`src/inc/sysvec_pkg.sv`:
```
// shared constants, codes, offsets and carrier structs of the system vector generator
package sysvec_pkg;

  // ====================================================================
  // vector encoding: each pending bit k stands for code k*step
  localparam int VEC_CODE_STEP = 2;
  localparam int VEC_W = 16;
  localparam logic [15:0] VEC_NONE = 16'h0000;

  // ====================================================================
  // system reset vector codes
  localparam logic [15:0] RV_BROWNOUT = 16'h0002;
  localparam logic [15:0] RV_RESET_PIN = 16'h0004;
  localparam logic [15:0] RV_SW_BOR = 16'h0006;
  localparam logic [15:0] RV_LPM_WAKE = 16'h0008;
  localparam logic [15:0] RV_SECURITY = 16'h000a;
  localparam logic [15:0] RV_SVSH = 16'h000e;
  localparam logic [15:0] RV_SW_POR = 16'h0014;
  localparam logic [15:0] RV_WDT_TIMEOUT = 16'h0016;
  localparam logic [15:0] RV_WDT_PW = 16'h0018;
  localparam logic [15:0] RV_MEMCTL_PW = 16'h001a;
  localparam logic [15:0] RV_NVM_UNCORR = 16'h001c;
  localparam logic [15:0] RV_PERIPH_FETCH = 16'h001e;
  localparam logic [15:0] RV_PMM_PW = 16'h0020;
  localparam logic [15:0] RV_LOCK_LOSS = 16'h0024;
  localparam int RST_N_SRC = 19;

  // system nmi vector codes
  localparam logic [15:0] SV_SVS_LP_ENTRY = 16'h0002;
  localparam logic [15:0] SV_NVM_UNCORR = 16'h0004;
  localparam logic [15:0] SV_VACANT = 16'h0012;
  localparam logic [15:0] SV_MBOX_IN = 16'h0014;
  localparam logic [15:0] SV_MBOX_OUT = 16'h0016;
  localparam logic [15:0] SV_NVM_CORR = 16'h0018;
  localparam int SNMI_N_SRC = 13;

  // user nmi vector codes
  localparam logic [15:0] UV_NMI_PIN = 16'h0002;
  localparam logic [15:0] UV_OSC_FAULT = 16'h0004;
  localparam int UNMI_N_SRC = 3;

  // ====================================================================
  // register indices; byte address is index times four
  localparam logic [11:0] IDX_USER_NMI_VECTOR = 12'h15a;
  localparam logic [11:0] IDX_SYSTEM_NMI_VECTOR = 12'h15c;
  localparam logic [11:0] IDX_SYSTEM_RESET_VECTOR = 12'h15e;
  localparam logic [11:0] IDX_WDT_CTL = 12'h160;
  localparam logic [11:0] IDX_WDT_INTERVAL = 12'h162;
  localparam logic [11:0] IDX_MBOX_IN = 12'h164;
  localparam logic [11:0] IDX_MBOX_OUT = 12'h166;
  localparam logic [11:0] IDX_SYS_CTL = 12'h168;
  localparam int ADDR_SHIFT = 2;

  // ====================================================================
  // watchdog control fields
  localparam int WDT_HOLD_BIT = 0;
  localparam int WDT_INTERVAL_BIT = 1;
  localparam int WDT_SEL_LSB = 2;
  localparam int WDT_CLEAR_BIT = 4;
  localparam int WDT_PW_LSB = 8;
  localparam logic [7:0] WDT_PASSWORD = 8'h5a;
  localparam logic [15:0] WDT_INTERVAL_RESET = 16'h8000;
  typedef enum logic [1:0] {WSEL_SUB_MAIN, WSEL_AUX, WSEL_VLO, WSEL_RESERVED} wdt_sel_e;

  // system control fields
  localparam int CTL_NMI_PIN_EN_BIT = 0;
  localparam int CTL_OSC_EN_BIT = 1;
  localparam int CTL_MBOX_FULL_BIT = 4;
  localparam int CTL_WDT_RUN_BIT = 5;
  localparam logic [1:0] CTL_EN_RESET = 2'h2;
  localparam logic [3:0] BE_LOW16 = 4'h3;

  // ====================================================================
  // carrier structs for event sources
  typedef struct packed {
    logic brownout;
    logic sw_bor;
    logic lpm_wake;
    logic security;
    logic svsh;
    logic sw_por;
    logic memctl_pw;
    logic nvm_uncorr;
    logic periph_fetch;
    logic pmm_pw;
    logic lock_loss;
  } rst_src_s;

  typedef struct packed {
    logic svs_lp_entry;
    logic nvm_uncorr;
    logic vacant_access;
    logic nvm_corr;
  } snmi_src_s;

  typedef struct packed {
    logic svsh_nmi;
    logic osc_fault;
  } unmi_src_s;

endpackage : sysvec_pkg

```
`src/verilog/vector_encoder.sv`:
```
// priority encoder turning a pending set into a vector code
`timescale 1ns/1ns
module vector_encoder import sysvec_pkg::*; #(
  parameter int N = RST_N_SRC
) (
  // pending sources, bit 0 unused (means none)
  input wire logic [N-1:0] pending,
  // encoded code and the one-hot winner
  output logic [15:0] code,
  output logic [N-1:0] grant
);

  // ====================================================================
  // lowest index wins, so walk from the top and let later hits override
  always_comb begin
    code = VEC_NONE;
    grant = '0;
    for (int i = N - 1; i >= 1; i--) begin
      if (pending[i]) begin
        code = 16'(i * VEC_CODE_STEP);
        grant = '0;
        grant[i] = 1'b1;
      end
    end
  end

endmodule : vector_encoder

```
`src/verilog/system_reset_nmi_vector_gen.sv`:
```
// system reset / nmi vector generator with watchdog link and debug mailbox
`timescale 1ns/1ns
module system_reset_nmi_vector_gen import sysvec_pkg::*; (
  // clock and reset
  input wire logic REF_CLK,
  input wire logic RST_N,
  // avalon-mm slave
  input wire logic [11:0] AVS_ADDRESS,
  input wire logic AVS_READ,
  input wire logic AVS_WRITE,
  input wire logic [31:0] AVS_WRITEDATA,
  input wire logic [3:0] AVS_BYTEENABLE,
  output logic [31:0] AVS_READDATA,
  output logic AVS_WAITREQUEST,
  // event sources, same clock, one-cycle pulses
  input wire rst_src_s RST_SRC,
  input wire snmi_src_s SNMI_SRC,
  input wire unmi_src_s UNMI_SRC,
  // asynchronous pins
  input wire logic RESET_PIN_N,
  input wire logic NMI_PIN,
  // watchdog clock ticks from other domains (sub-main, aux, vlo)
  input wire logic [2:0] WDT_CLK_TICK,
  // debug link mailbox side
  input wire logic DBG_IN_VALID,
  input wire logic [15:0] DBG_IN_DATA,
  input wire logic DBG_OUT_TAKE,
  output logic [15:0] DBG_OUT_DATA,
  output logic DBG_OUT_FULL,
  // reset and interrupt requests
  output logic BROWNOUT_RST,
  output logic POR_RST,
  output logic CLEAR_RST,
  output logic SYS_NMI_REQ,
  output logic USER_NMI_REQ,
  output logic WDT_IRQ
);

  // ====================================================================
  // declarations
  logic [RST_N_SRC-1:0] rst_pend_q, rst_pend_d, rst_ev, rst_grant; // reset pending set
  logic [SNMI_N_SRC-1:0] snmi_pend_q, snmi_pend_d, snmi_ev, snmi_grant; // system nmi set
  logic [UNMI_N_SRC-1:0] unmi_pend_q, unmi_pend_d, unmi_ev, unmi_grant; // user nmi set
  logic [15:0] rst_code, snmi_code, unmi_code; // encoder outputs
  logic ack_q; // one wait state then answer
  logic req, take_rd, take_wr, wr_ok; // bus decode
  logic [11:0] idx; // register index from byte address
  logic [1:0] pin_sync_q, nmi_sync_q; // pin synchronisers
  logic pin_last_q, nmi_last_q; // edge detect history
  logic [2:0] tick_s1_q, tick_s2_q, tick_s3_q; // tick synchronisers
  logic [2:0] tick_rise; // synchronised tick edges
  logic [7:0] wdt_ctl_q; // hold, mode, select, kept low byte
  logic [15:0] wdt_int_q, wdt_cnt_q; // interval and counter
  logic wdt_tick, wdt_expire, wdt_pw_bad, wdt_clear; // watchdog events
  logic [1:0] ctl_en_q; // user nmi enables
  logic [15:0] mbox_in_q; // word from debug link
  logic brownout_class, por_class, clear_class; // reset classes this cycle

  // ====================================================================
  // avalon decode: every access gets exactly one wait state
  assign idx = AVS_ADDRESS >> ADDR_SHIFT;
  assign req = AVS_READ | AVS_WRITE;
  assign AVS_WAITREQUEST = req & ~ack_q;
  assign take_rd = AVS_READ & ~ack_q;
  assign take_wr = AVS_WRITE & ~ack_q;
  // partial writes are ignored; registers are 16 bits wide
  assign wr_ok = take_wr && ((AVS_BYTEENABLE & BE_LOW16) == BE_LOW16);

  // ack toggles so a held request is taken once
  always_ff @(posedge REF_CLK or negedge RST_N) begin
    if (!RST_N) begin
      ack_q <= 1'b0;
    end else begin
      ack_q <= req & ~ack_q;
    end
  end

  // read data captured at the take edge; unmapped reads give zero
  always_ff @(posedge REF_CLK or negedge RST_N) begin
    if (!RST_N) begin
      AVS_READDATA <= '0;
    end else if (take_rd) begin
      AVS_READDATA <= '0;
      case (idx)
        IDX_USER_NMI_VECTOR: AVS_READDATA[15:0] <= unmi_code;
        IDX_SYSTEM_NMI_VECTOR: AVS_READDATA[15:0] <= snmi_code;
        IDX_SYSTEM_RESET_VECTOR: AVS_READDATA[15:0] <= rst_code;
        IDX_WDT_CTL: AVS_READDATA[7:0] <= wdt_ctl_q;
        IDX_WDT_INTERVAL: AVS_READDATA[15:0] <= wdt_int_q;
        IDX_MBOX_IN: AVS_READDATA[15:0] <= mbox_in_q;
        IDX_MBOX_OUT: AVS_READDATA[15:0] <= DBG_OUT_DATA;
        IDX_SYS_CTL: begin
          AVS_READDATA[CTL_OSC_EN_BIT:CTL_NMI_PIN_EN_BIT] <= ctl_en_q;
          AVS_READDATA[CTL_MBOX_FULL_BIT] <= DBG_OUT_FULL;
          AVS_READDATA[CTL_WDT_RUN_BIT] <= ~wdt_ctl_q[WDT_HOLD_BIT];
        end
        default: AVS_READDATA <= '0;
      endcase
    end
  end

  // ====================================================================
  // pin synchronisers and falling/rising edge detect on the second flop
  always_ff @(posedge REF_CLK or negedge RST_N) begin
    if (!RST_N) begin
      pin_sync_q <= 2'b11;
      pin_last_q <= 1'b1;
      nmi_sync_q <= 2'b00;
      nmi_last_q <= 1'b0;
    end else begin
      pin_sync_q <= {pin_sync_q[0], RESET_PIN_N};
      pin_last_q <= pin_sync_q[1];
      nmi_sync_q <= {nmi_sync_q[0], NMI_PIN};
      nmi_last_q <= nmi_sync_q[1];
    end
  end

  // ====================================================================
  // watchdog tick synchronisers, one per clock source
  genvar g;
  generate
    for (g = 0; g < 3; g++) begin : g_tick
      always_ff @(posedge REF_CLK or negedge RST_N) begin
        if (!RST_N) begin
          tick_s1_q[g] <= 1'b0;
          tick_s2_q[g] <= 1'b0;
          tick_s3_q[g] <= 1'b0;
        end else begin
          tick_s1_q[g] <= WDT_CLK_TICK[g];
          tick_s2_q[g] <= tick_s1_q[g];
          tick_s3_q[g] <= tick_s2_q[g];
        end
      end
      assign tick_rise[g] = tick_s2_q[g] & ~tick_s3_q[g];
    end
  endgenerate

  // clock source select, reserved code gives no ticks
  always_comb begin
    case (wdt_sel_e'(wdt_ctl_q[WDT_SEL_LSB+1:WDT_SEL_LSB]))
      WSEL_SUB_MAIN: wdt_tick = tick_rise[0];
      WSEL_AUX: wdt_tick = tick_rise[1];
      WSEL_VLO: wdt_tick = tick_rise[2];
      default: wdt_tick = 1'b0;
    endcase
  end

  // watchdog control writes must carry the password in the upper byte
  assign wdt_pw_bad = wr_ok && (idx == IDX_WDT_CTL) &&
                      (AVS_WRITEDATA[WDT_PW_LSB+7:WDT_PW_LSB] != WDT_PASSWORD);
  assign wdt_clear = wr_ok && (idx == IDX_WDT_CTL) && !wdt_pw_bad && AVS_WRITEDATA[WDT_CLEAR_BIT];
  assign wdt_expire = wdt_tick && !wdt_ctl_q[WDT_HOLD_BIT] && (wdt_cnt_q >= wdt_int_q - 16'h0001);

  // watchdog control register; the clear bit is a strobe, not stored
  always_ff @(posedge REF_CLK or negedge RST_N) begin
    if (!RST_N) begin
      wdt_ctl_q <= '0;
      wdt_int_q <= WDT_INTERVAL_RESET;
    end else if (wr_ok && idx == IDX_WDT_CTL && !wdt_pw_bad) begin
      wdt_ctl_q <= AVS_WRITEDATA[7:0] & ~(8'h01 << WDT_CLEAR_BIT);
    end else if (wr_ok && idx == IDX_WDT_INTERVAL) begin
      wdt_int_q <= AVS_WRITEDATA[15:0];
    end
  end

  // interval counter; restarts on expiry or on a clear strobe
  always_ff @(posedge REF_CLK or negedge RST_N) begin
    if (!RST_N) begin
      wdt_cnt_q <= '0;
    end else if (wdt_clear || wdt_expire) begin
      wdt_cnt_q <= '0;
    end else if (wdt_tick && !wdt_ctl_q[WDT_HOLD_BIT]) begin
      wdt_cnt_q <= wdt_cnt_q + 16'h0001;
    end
  end

  always_ff @(posedge REF_CLK or negedge RST_N) begin
    if (!RST_N) begin
      WDT_IRQ <= 1'b0;
    end else begin
      WDT_IRQ <= wdt_expire & wdt_ctl_q[WDT_INTERVAL_BIT];
    end
  end

  // ====================================================================
  // mailbox: debug writes land in, application writes go out
  always_ff @(posedge REF_CLK or negedge RST_N) begin
    if (!RST_N) begin
      mbox_in_q <= '0;
      DBG_OUT_DATA <= '0;
      DBG_OUT_FULL <= 1'b0;
      ctl_en_q <= CTL_EN_RESET;
    end else begin
      if (DBG_IN_VALID) begin
        mbox_in_q <= DBG_IN_DATA;
      end
      // a new word wins over a take in the same cycle
      if (wr_ok && idx == IDX_MBOX_OUT) begin
        DBG_OUT_DATA <= AVS_WRITEDATA[15:0];
        DBG_OUT_FULL <= 1'b1;
      end else if (DBG_OUT_TAKE) begin
        DBG_OUT_FULL <= 1'b0;
      end
      if (wr_ok && idx == IDX_SYS_CTL) begin
        ctl_en_q <= AVS_WRITEDATA[CTL_OSC_EN_BIT:CTL_NMI_PIN_EN_BIT];
      end
    end
  end

  // ====================================================================
  // event vectors indexed by code / step
  always_comb begin
    rst_ev = '0;
    rst_ev[RV_BROWNOUT/VEC_CODE_STEP] = RST_SRC.brownout;
    rst_ev[RV_RESET_PIN/VEC_CODE_STEP] = ~pin_sync_q[1] & pin_last_q;
    rst_ev[RV_SW_BOR/VEC_CODE_STEP] = RST_SRC.sw_bor;
    rst_ev[RV_LPM_WAKE/VEC_CODE_STEP] = RST_SRC.lpm_wake;
    rst_ev[RV_SECURITY/VEC_CODE_STEP] = RST_SRC.security;
    rst_ev[RV_SVSH/VEC_CODE_STEP] = RST_SRC.svsh;
    rst_ev[RV_SW_POR/VEC_CODE_STEP] = RST_SRC.sw_por;
    // watchdog timeout only in watchdog mode
    rst_ev[RV_WDT_TIMEOUT/VEC_CODE_STEP] = wdt_expire & ~wdt_ctl_q[WDT_INTERVAL_BIT];
    rst_ev[RV_WDT_PW/VEC_CODE_STEP] = wdt_pw_bad;
    rst_ev[RV_MEMCTL_PW/VEC_CODE_STEP] = RST_SRC.memctl_pw;
    rst_ev[RV_NVM_UNCORR/VEC_CODE_STEP] = RST_SRC.nvm_uncorr;
    rst_ev[RV_PERIPH_FETCH/VEC_CODE_STEP] = RST_SRC.periph_fetch;
    rst_ev[RV_PMM_PW/VEC_CODE_STEP] = RST_SRC.pmm_pw;
    rst_ev[RV_LOCK_LOSS/VEC_CODE_STEP] = RST_SRC.lock_loss;
  end

  always_comb begin
    snmi_ev = '0;
    // internal faults and mailbox events go to system nmi
    snmi_ev[SV_SVS_LP_ENTRY/VEC_CODE_STEP] = SNMI_SRC.svs_lp_entry;
    snmi_ev[SV_NVM_UNCORR/VEC_CODE_STEP] = SNMI_SRC.nvm_uncorr;
    snmi_ev[SV_VACANT/VEC_CODE_STEP] = SNMI_SRC.vacant_access;
    snmi_ev[SV_MBOX_IN/VEC_CODE_STEP] = DBG_IN_VALID;
    snmi_ev[SV_MBOX_OUT/VEC_CODE_STEP] = DBG_OUT_TAKE & DBG_OUT_FULL;
    snmi_ev[SV_NVM_CORR/VEC_CODE_STEP] = SNMI_SRC.nvm_corr;
  end

  always_comb begin
    unmi_ev = '0;
    // pin, supervisor and oscillator go to user nmi
    unmi_ev[UV_NMI_PIN/VEC_CODE_STEP] = ctl_en_q[CTL_NMI_PIN_EN_BIT] &
                                        ((nmi_sync_q[1] & ~nmi_last_q) | UNMI_SRC.svsh_nmi);
    unmi_ev[UV_OSC_FAULT/VEC_CODE_STEP] = ctl_en_q[CTL_OSC_EN_BIT] & UNMI_SRC.osc_fault;
  end

  // ====================================================================
  // encoders; the granted bit clears on a taken read
  vector_encoder #(.N(RST_N_SRC)) u_rst_enc (.pending(rst_pend_q), .code(rst_code), .grant(rst_grant));
  vector_encoder #(.N(SNMI_N_SRC)) u_snmi_enc (.pending(snmi_pend_q), .code(snmi_code), .grant(snmi_grant));
  vector_encoder #(.N(UNMI_N_SRC)) u_unmi_enc (.pending(unmi_pend_q), .code(unmi_code), .grant(unmi_grant));

  // a new event in the clearing cycle stays set
  always_comb begin
    rst_pend_d = rst_pend_q;
    snmi_pend_d = snmi_pend_q;
    unmi_pend_d = unmi_pend_q;
    if (take_rd && idx == IDX_SYSTEM_RESET_VECTOR) begin
      rst_pend_d = rst_pend_q & ~rst_grant;
    end
    if (take_rd && idx == IDX_SYSTEM_NMI_VECTOR) begin
      snmi_pend_d = snmi_pend_q & ~snmi_grant;
    end
    if (take_rd && idx == IDX_USER_NMI_VECTOR) begin
      unmi_pend_d = unmi_pend_q & ~unmi_grant;
    end
    rst_pend_d = rst_pend_d | rst_ev;
    snmi_pend_d = snmi_pend_d | snmi_ev;
    unmi_pend_d = unmi_pend_d | unmi_ev;
  end

  // pending sets and nmi request levels
  always_ff @(posedge REF_CLK or negedge RST_N) begin
    if (!RST_N) begin
      rst_pend_q <= '0;
      snmi_pend_q <= '0;
      unmi_pend_q <= '0;
      SYS_NMI_REQ <= 1'b0;
      USER_NMI_REQ <= 1'b0;
    end else begin
      rst_pend_q <= rst_pend_d;
      snmi_pend_q <= snmi_pend_d;
      unmi_pend_q <= unmi_pend_d;
      SYS_NMI_REQ <= |snmi_pend_d;
      USER_NMI_REQ <= |unmi_pend_d;
    end
  end

  // ====================================================================
  // reset class nesting
  assign brownout_class = |rst_ev[RV_SVSH/VEC_CODE_STEP:RV_BROWNOUT/VEC_CODE_STEP];
  assign por_class = brownout_class | rst_ev[RV_SW_POR/VEC_CODE_STEP];
  assign clear_class = por_class | (|rst_ev[RST_N_SRC-1:RV_WDT_TIMEOUT/VEC_CODE_STEP]);

  // one-cycle reset pulses toward the rest of the chip
  always_ff @(posedge REF_CLK or negedge RST_N) begin
    if (!RST_N) begin
      BROWNOUT_RST <= 1'b0;
      POR_RST <= 1'b0;
      CLEAR_RST <= 1'b0;
    end else begin
      BROWNOUT_RST <= brownout_class;
      POR_RST <= por_class;
      CLEAR_RST <= clear_class;
    end
  end

  // ====================================================================
  // checks
  property p_one_wait;
    @(posedge REF_CLK) disable iff (!RST_N) (req && !ack_q) |=> !AVS_WAITREQUEST;
  endproperty
  a_one_wait: assert property (p_one_wait) else $error("bus answer not after one wait");

  property p_user_read;
    @(posedge REF_CLK) disable iff (!RST_N)
      (take_rd && idx == IDX_USER_NMI_VECTOR) |=> AVS_READDATA[15:0] == $past(unmi_code);
  endproperty
  a_user_read: assert property (p_user_read) else $error("user vector read wrong");

  property p_read_clears;
    @(posedge REF_CLK) disable iff (!RST_N)
      (take_rd && idx == IDX_SYSTEM_RESET_VECTOR && rst_code != VEC_NONE && !(|(rst_ev & rst_grant)))
      |=> (rst_pend_q & $past(rst_grant)) == '0;
  endproperty
  a_read_clears: assert property (p_read_clears) else $error("read did not clear source");

  property p_brownout_top;
    @(posedge REF_CLK) disable iff (!RST_N) rst_pend_q[RV_BROWNOUT/VEC_CODE_STEP] |-> rst_code == RV_BROWNOUT;
  endproperty
  a_brownout_top: assert property (p_brownout_top) else $error("brownout not top priority");

  property p_wdt_reset;
    @(posedge REF_CLK) disable iff (!RST_N)
      (wdt_expire && !wdt_ctl_q[WDT_INTERVAL_BIT]) |=> CLEAR_RST && rst_pend_q[RV_WDT_TIMEOUT/VEC_CODE_STEP];
  endproperty
  a_wdt_reset: assert property (p_wdt_reset) else $error("watchdog expiry gave no reset");

  property p_interval_irq;
    @(posedge REF_CLK) disable iff (!RST_N)
      (wdt_expire && wdt_ctl_q[WDT_INTERVAL_BIT]) |=> WDT_IRQ && !$rose(rst_pend_q[RV_WDT_TIMEOUT/VEC_CODE_STEP]);
  endproperty
  a_interval_irq: assert property (p_interval_irq) else $error("interval mode misbehaved");

  property p_nest;
    @(posedge REF_CLK) disable iff (!RST_N) (BROWNOUT_RST |-> POR_RST) and (POR_RST |-> CLEAR_RST);
  endproperty
  a_nest: assert property (p_nest) else $error("reset classes do not nest");

  property p_mbox_in;
    @(posedge REF_CLK) disable iff (!RST_N)
      DBG_IN_VALID |=> snmi_pend_q[SV_MBOX_IN/VEC_CODE_STEP] && mbox_in_q == $past(DBG_IN_DATA) && SYS_NMI_REQ;
  endproperty
  a_mbox_in: assert property (p_mbox_in) else $error("mailbox input lost");

  property p_osc_route;
    @(posedge REF_CLK) disable iff (!RST_N)
      (UNMI_SRC.osc_fault && ctl_en_q[CTL_OSC_EN_BIT]) |=> unmi_pend_q[UV_OSC_FAULT/VEC_CODE_STEP] && USER_NMI_REQ;
  endproperty
  a_osc_route: assert property (p_osc_route) else $error("oscillator fault not routed");

  property p_sel_reserved;
    @(posedge REF_CLK) disable iff (!RST_N)
      (wdt_ctl_q[WDT_SEL_LSB+1:WDT_SEL_LSB] == WSEL_RESERVED) |-> !wdt_tick;
  endproperty
  a_sel_reserved: assert property (p_sel_reserved) else $error("reserved clock select ticks");

endmodule : system_reset_nmi_vector_gen

```
`config.mk`:
```
export PLATFORM = sky130hd
export DESIGN_NAME = system_reset_nmi_vector_gen
export DESIGN_NICKNAME = d
export VERILOG_FILES = /design/src/inc/sysvec_pkg.sv /design/src/verilog/vector_encoder.sv /design/src/verilog/system_reset_nmi_vector_gen.sv
export SDC_FILE = /design/constraint.sdc
export NUM_CORES = 1
export LEC_CHECK = 0
export BUFFER_PORTS_ARGS = -buffer_cell sky130_fd_sc_hd__clkbuf_2
export CAP_MARGIN = 20
export CORE_MARGIN = 4
export CORE_UTILIZATION = 50
export CTS_CLUSTER_DIAMETER = 80
export DETAILED_ROUTE_END_ITERATION = 12
export PLACE_DENSITY = 0.74
export SYNTH_ARGS = -nofsm -noshare
export SYNTH_HDL_FRONTEND = slang
export SYNTH_SLANG_ARGS = --single-unit
```
`constraint.sdc`:
```
create_clock -name REF_CLK -period 9.2 [get_ports REF_CLK]
set_input_delay 0.46 -clock REF_CLK [delete_from_list [all_inputs] [get_ports REF_CLK]]
set_output_delay 0.46 -clock REF_CLK [all_outputs]
set_load 0.005 [all_outputs]
```
# After elaboration in Yosys (flattened, before gate mapping)
# Index checks and enable logic that the tools add are counted.
[classes]
addsub = 2
mul = 0
div = 0
order_cmp = 1
n_eq_ne = 12
shift = 0
mux = 77
bitwise = 35
reduce_logical = 24
[op_table]
columns = ["op", "count"]
rows = [
  ["two-way mux 19 bit", 19],
  ["two-way mux 13 bit", 13],
  ["two-way mux 6 bit", 18],
  ["equality test 10 x 9 -> 1 bit, second input constant", 8],
  ["two-way mux 5 bit", 12],
  ["case mux 8 bit (6 select lines)", 1],
  ["two-way mux 16 bit", 2],
  ["case mux 2 bit (8 select lines)", 2],
  ["case mux 2 bit (7 select lines)", 2],
  ["bitwise AND 19 bit", 1],
  ["inverter 19 bit", 1],
  ["OR 19 bit", 1],
  ["adder 16 x 1 -> 16 bit, second input constant", 1],
  [">= comparator 16 bit", 1],
  ["subtractor 16 x 1 -> 16 bit, second input constant", 1],
  ["two-way mux 3 bit", 5],
  ["bitwise AND 1 bit", 13],
  ["bitwise AND 13 bit", 1],
  ["logical AND 1 bit", 13],
  ["inverter 13 bit", 1],
  ["OR 13 bit", 1],
  ["OR reduction 13 bit", 1],
  ["inverter 1 bit", 9],
  ["!= test 8 x 7 -> 1 bit, second input constant", 1],
  ["16 further kinds", 23],
]
[totals]
regBits = 147
latchBits = 0
ramBits = 0
rom_bits = 0
input_bits = 92
output_inout_bits = 56
elab_cells = 182
n_memories = 0

# Depth between registers and ports, before layout
[logic_depth]
word_depth = 22
ltp_mapped = 16
mapped_depth_nobuf = 15

# Hierarchy
# From an unflattened synthesis, not the netlist that was laid out.
[hier_totals]
cells_unflattened = 780
area_unflattened_um2 = 8159.1
[by_module_without_submodules]
columns = ["module", "instances", "cells_per_inst", "area_per_inst_um2", "seq_area_each_um2"]
rows = [
  ["system_reset_nmi_vector_gen", 1, 642, 7208.2, 3684.8],
  ["vector_encoder at u_rst_enc", 1, 69, 444.2, 0.0],
  ["vector_encoder at u_snmi_enc", 1, 49, 354.1, 0.0],
  ["vector_encoder at u_unmi_enc", 1, 20, 152.6, 0.0],
]

# Worst setup path before layout
# OpenSTA, ideal clock, no wires.
[synth_timing]
kind = "flip-flop to flip-flop"
from = "register wdt_int_q[1]"
to = "register wdt_cnt_q[12]"
setup_ps = 71
arrival_ps = 2883
t_required_ps = 9129
setup_slack_ps = 6246
stages_incl_launch_ff = 15
path_buffers = 1
period_less_slack_ps = 2954
path_cell_list = "dfrtp_1 -> nor3_1 -> nand2b_1 -> nor4_1 -> nand2_1 -> nor3_1 -> xnor2_1 -> ha_1 -> a21oi_1 -> o21ai_0 -> a21o_1 -> a31oi_1 -> o21bai_2 -> buf_4 -> nor2_1"
[synth_between]
elab_chain_cells = 5
word_cells_on_any_way = 6
classes_between = "add/sub: 1; order compare: 1; mux: 1; reduce/logical: 3"
[synth_rtl]
columns = ["item", "line", "source"]
rows = [
  ["start, declared", "system_reset_nmi_vector_gen.sv:53", "logic [15:0] wdt_int_q, wdt_cnt_q;"],
  ["start signal, assigned", "system_reset_nmi_vector_gen.sv:162", "wdt_int_q <= AVS_WRITEDATA[15:0];"],
  ["subtractor 16 x 1 -> 16 bit *", "system_reset_nmi_vector_gen.sv:152", "assign wdt_expire = wdt_tick && !wdt_ctl_q[WDT_HOLD_BIT] && (wdt_cnt_q >= wdt_int_q - 16'h0001);"],
  [">= comparator 16 bit *", "system_reset_nmi_vector_gen.sv:152", ""],
  ["logical AND 1 bit *", "system_reset_nmi_vector_gen.sv:152", ""],
  ["logical OR 1 bit *", "system_reset_nmi_vector_gen.sv:170", "end else if (wdt_clear || wdt_expire) begin"],
  ["two-way mux 16 bit / nonzero test 2 bit (equally long branches)", "--", ""],
  ["end signal, assigned", "system_reset_nmi_vector_gen.sv:173", "wdt_cnt_q <= wdt_cnt_q + 16'h0001;"],
  ["end, declared", "system_reset_nmi_vector_gen.sv:53", ""],
]
# Mark *: on every way between the ends. The rest lies on a longest branch, timed or not.
# A chain may end at the register's enable or synchronous reset.

# Worst setup path in the final report
[layout_timing]
from = "register wdt_int_q[1]"
to = "register wdt_cnt_q[4]"
# Same word-level chain as after synthesis.

==> run summary <==
The run finished with clean final reports. The clock reaches the later pin of the worst-skew pair after 0.43 ns. The tools report the worst flop-to-flop path startpoint as wdt_int_q[1]$_DFFE_PN0P_. The number of maximum-capacitance violations came out at 0. The critical path in this run is classified as flop to flop. The share of power burned in registers was 0.452; the post-synthesis sequential element count was 144. The worst register-to-register path ends at wdt_cnt_q[4]$_DFFE_PN0P_. Entering global routing, the biggest net connects 76 pins.

The average size of a mapped cell works out to 10.88 µm². The logs give 0.5165 for the initial core utilization and 19100 µm for the routed wire length. Summed over all nets, the switching power comes to 356.9 µW. The cell that appears most often on the critical path is sky130_fd_sc_hd__nor3_1.

Yosys mapped a number of flops with a built-in enable equal to 0. For flop-to-flop paths, the worst setup slack is 5.59 ns. The total congestion overflow after global routing was 0. Counting cells, the worst reg-to-reg path comes to 13. The logs give 890 for the final net count and 148 for the I/O pin total. Traced cell by cell, the critical path runs through nor3_1, nand2b_1, nor4_1, nand2_1, nor3_1, xnor2_1, ha_1, a21oi_1, o21ai_0, a21o_1, a31oi_1, o21bai_2, nor2_1. Summing every instance area after synthesis gives 7281 µm². The switching share of power was 0.2382; the worst slew margin relative to its limit was 0.2922.

The logs give 2 for the largest buffer count on any clock path and 0.2343 for the overall track demand over capacity in global routing. Summed over all failing endpoints, the final setup total negative slack is 0 ns. Detailed routing inserted a total of 5862 vias. Sorting the synthesized cells by area gives the leading types as sky130_fd_sc_hd__dfrtp_1, sky130_fd_sc_hd__mux2_2, sky130_fd_sc_hd__ha_1. For the count of distinct cell types in the synthesized netlist, the log shows 71. The tightest min-delay check is of the input port to asynchronous set/reset pin type.

At the worst endpoint, the required time is 9.55 ns. At the pin with the least slew margin, the transition time is 1.062 ns. The total clock sinks came out at 144.

Top flip-flop cell by instance count after synthesis: sky130_fd_sc_hd__dfrtp_1. CTS placed an instance of sky130_fd_sc_hd__clkbuf_16 at the clock tree root. The minimum period implied by the final worst setup slack is 3.615 ns, and the hold buffer count at cts is 0. The run gives 0 as the antenna cell count. The top cell type's share of synthesized area came out at 0.4777.

After synthesis, the most frequently instantiated cells are sky130_fd_sc_hd__dfrtp_1, sky130_fd_sc_hd__mux2_2, sky130_fd_sc_hd__nand2_1. The clock arrives with 0.01059 ns of skew. The tools report the final count of pins violating max slew as 0. Power per standard cell area: 175.5 nW/µm². The wire length of the first global-routing pass is 30180 µm, and the remaining design rule violation count is 0. The logs give 0 for the number of cells upsized or downsized after cts and 0.478 for the clock share of power. Once detail routing completed, the nets flagged for antenna violations numbered 0. The filler cells instantiated in the layout total 1175. The tools report the core region area as 14100 µm². The first element of the critical path is wdt_int_q[1]$_DFFE_PN0P_. The die covers 16560 µm².

After detailed routing, the number of vias per cell comes to 6.025. For the floorplan row count, the log shows 43. The via count of the first global-routing pass was 5843; the maximum single-stage delay on the critical path was 0.49 ns.

The slowest cell on the critical path was sky130_fd_sc_hd__nor4_1. Synthesis produced a netlist whose cell count is 669. The placed standard-cell area was 7923 µm²; the area added between synthesis and finish was 17.25%.

TritonCTS built the clock tree. The clock tree synthesis step divided the H-tree into 4 levels. From bottom edge to top edge, the die measures 128.7 µm. TritonCTS created 17 clock buffers.

In the final routed layout, each cell accounts on average for 19.63 µm. The synthesized design spends more area on one cell type than any other, namely sky130_fd_sc_hd__dfrtp_1. The post-route clock period utilization is 0.3929. The peak ir drop on the vdd network was 0.1369 mV. Broken down by cell family, the worst path's largest delay share belongs to simple AND/OR/NAND/NOR gates. By instance count, the leading cell after synthesis is sky130_fd_sc_hd__dfrtp_1.

The number of antenna violations at the first check in global routing is 0. In this run the worst path has a maximum fanout of 14. The overall die width was 128.7 µm.

Static timing analysis puts the maximum clock frequency at 276.6 MHz. The clock-pin slew of the registers on the worst-case setup and hold paths was 0.06 ns; the count of buffers added by post-CTS timing repair for setup was 0. Together, buffers and inverters on the worst path number 0. The wire-length estimate of the detail-placed layout is 13890 µm. The number of input and output port buffers inserted was 111.

STA classifies the critical path startpoint as a flop. The tools report the sequential share of the synthesized area as 0.4958. Share of flip-flops with an asynchronous set or reset: 1.000. The Yosys step of the flow raised 0 warnings. The arrival time reported for the critical path endpoint came out at 3.96 ns. The internal power of the cells totals 1.142 mW. The run gives 0.6056 as the end-of-flow core utilization.

Summing all non-filler instances in the final layout gives an area of 8537 µm². For the final-report setup violation count, the log shows 0. STA classifies the critical path endpoint as a flop.

For the final count of hold timing violations, the log shows 0. For the part of the total power dissipated in combinational logic, the log shows 0.070. The number of DRC markers after the initial detailed-route iteration was 567; the placer congestion estimate was 0.9015.

Setup repair after global routing left no endpoint under its margin. The tools report the first-pass detailed-route iteration total as 5. The share of cells above drive strength 1 works out to 0.2812. For the leakage power summed over all cells, the log shows 3.971 nW.
-- registers in the layout, summed over array words and instances (netlist names), 2 cells and up --
signal        count
rst_pend_q       18
AVS_READDATA     16
DBG_OUT_DATA     16
mbox_in_q        16
wdt_cnt_q        16
wdt_int_q        16
snmi_pend_q      12
wdt_ctl_q         7
tick_s1_q         3
tick_s2_q         3
tick_s3_q         3
ctl_en_q          2
nmi_sync_q        2
pin_sync_q        2
unmi_pend_q       2
-- placed cells by master, fill, tap and decap left out, types with 13 or more instances in the layout --
cell type	n
sky130_fd_sc_hd__dfrtp_1	139
sky130_fd_sc_hd__clkbuf_2	110
sky130_fd_sc_hd__mux2_2	57
sky130_fd_sc_hd__nand2_1	54
sky130_fd_sc_hd__nor2_1	52
sky130_fd_sc_hd__o21ai_0	33
sky130_fd_sc_hd__nor3_1	20
sky130_fd_sc_hd__a21oi_1	18
sky130_fd_sc_hd__ha_1	18
sky130_fd_sc_hd__nand2b_1	17
sky130_fd_sc_hd__xor2_1	17
sky130_fd_sc_hd__clkbuf_16	17
sky130_fd_sc_hd__conb_1	16
sky130_fd_sc_hd__inv_1	14
sky130_fd_sc_hd__a21o_1	13
-- worst max path at each step --
stage | endpoint | slack (ns) | cells after the start
final | wdt_cnt_q[4]$_DFFE_PN0P_ | 5.59 | 13
after global routing | wdt_cnt_q[12]$_DFFE_PN0P_ | 5.29 | 13
after CTS | wdt_cnt_q[4]$_DFFE_PN0P_ | 5.64 | 13
after detailed placement | wdt_cnt_q[4]$_DFFE_PN0P_ | 5.67 | 13
after global placement | wdt_cnt_q[15]$_DFFE_PN0P_ | 5.81 | 13
after floorplan | wdt_cnt_q[12]$_DFFE_PN0P_ | 6.25 | 14
-- routing by layer --
layer / up-vias / wire [µm] / global-route usage
met5: - / 0 / 0
met4: 0 / 330 / 0.07968
met3: 21 / 1504 / 0.05521
met2: 256 / 9505 / 0.3881
met1: 2918 / 7759 / 0.3039
li1: 2667 / - / -
-- cell type report --
cell class / instances / area, µm² / area share
clock inverters: 11 / 153.9 / 0.01803
inverters: 15 / 56.30 / 0.006595
repair buffers: 116 / 599.3 / 0.07020
multi-input cells: 486 / 3432 / 0.4020
clock buffers: 21 / 460.4 / 0.05394
well taps: 180 / 225.2 / 0.02638
flip-flops and latches: 144 / 3610 / 0.4228
-- power groups by stage --
| stage | clock [mW] | sequential, mW | combinational, mW |
|---|---|---|---|
| final | 0.717 | 0.678 | 0.104 |
| after global routing | 0.760 | 0.681 | 0.117 |
| after CTS | 0.726 | 0.678 | 0.105 |
| after detailed placement | 0 | 0.687 | 0.104 |
| after global placement | 0 | 0.687 | 0.0983 |
| after floorplan | 0 | 0.681 | 0.0608 |
-- cells by family after synthesis --
group	Yosys count	share of synthesized area
DFF	144	0.4958
adders and majority gates	18	0.03093
AOI/OAI and AO/OA	141	0.1368
other	1	0.0005151
muxes	64	0.09950
buffers and inverters	54	0.04055
and+or+nand+nor	219	0.1622
xor gates and xnor gates	28	0.03368
-- worst reg2reg max path: stages, from the launching register on --
cell and delay (ns):
sky130_fd_sc_hd__dfrtp_1 0.43, sky130_fd_sc_hd__nor3_1 0.31, sky130_fd_sc_hd__nand2b_1 0.13, sky130_fd_sc_hd__nor4_1 0.49, sky130_fd_sc_hd__nand2_1 0.22, sky130_fd_sc_hd__nor3_1 0.25
sky130_fd_sc_hd__xnor2_1 0.17, sky130_fd_sc_hd__ha_1 0.27, sky130_fd_sc_hd__a21oi_1 0.14, sky130_fd_sc_hd__o21ai_0 0.10, sky130_fd_sc_hd__a21o_1 0.17, sky130_fd_sc_hd__a31oi_1 0.35
sky130_fd_sc_hd__o21bai_2 0.31, sky130_fd_sc_hd__nor2_1 0.20
-- per-stage QoR --
stage	hold slack [ns]	std cells	setup slack, ns	power, mW
detailed placement	0.3362	941	5.674	0.7918
floorplan	0.1644	684	6.246	0.7417
global route	0.1007	973	5.292	1.558
finish	0.04491	973	5.585	1.499
global placement	0.3378	941	5.812	0.7849
CTS	0.06237	973	5.638	1.509
No activity file was read; power rests on OpenSTA's default activity.
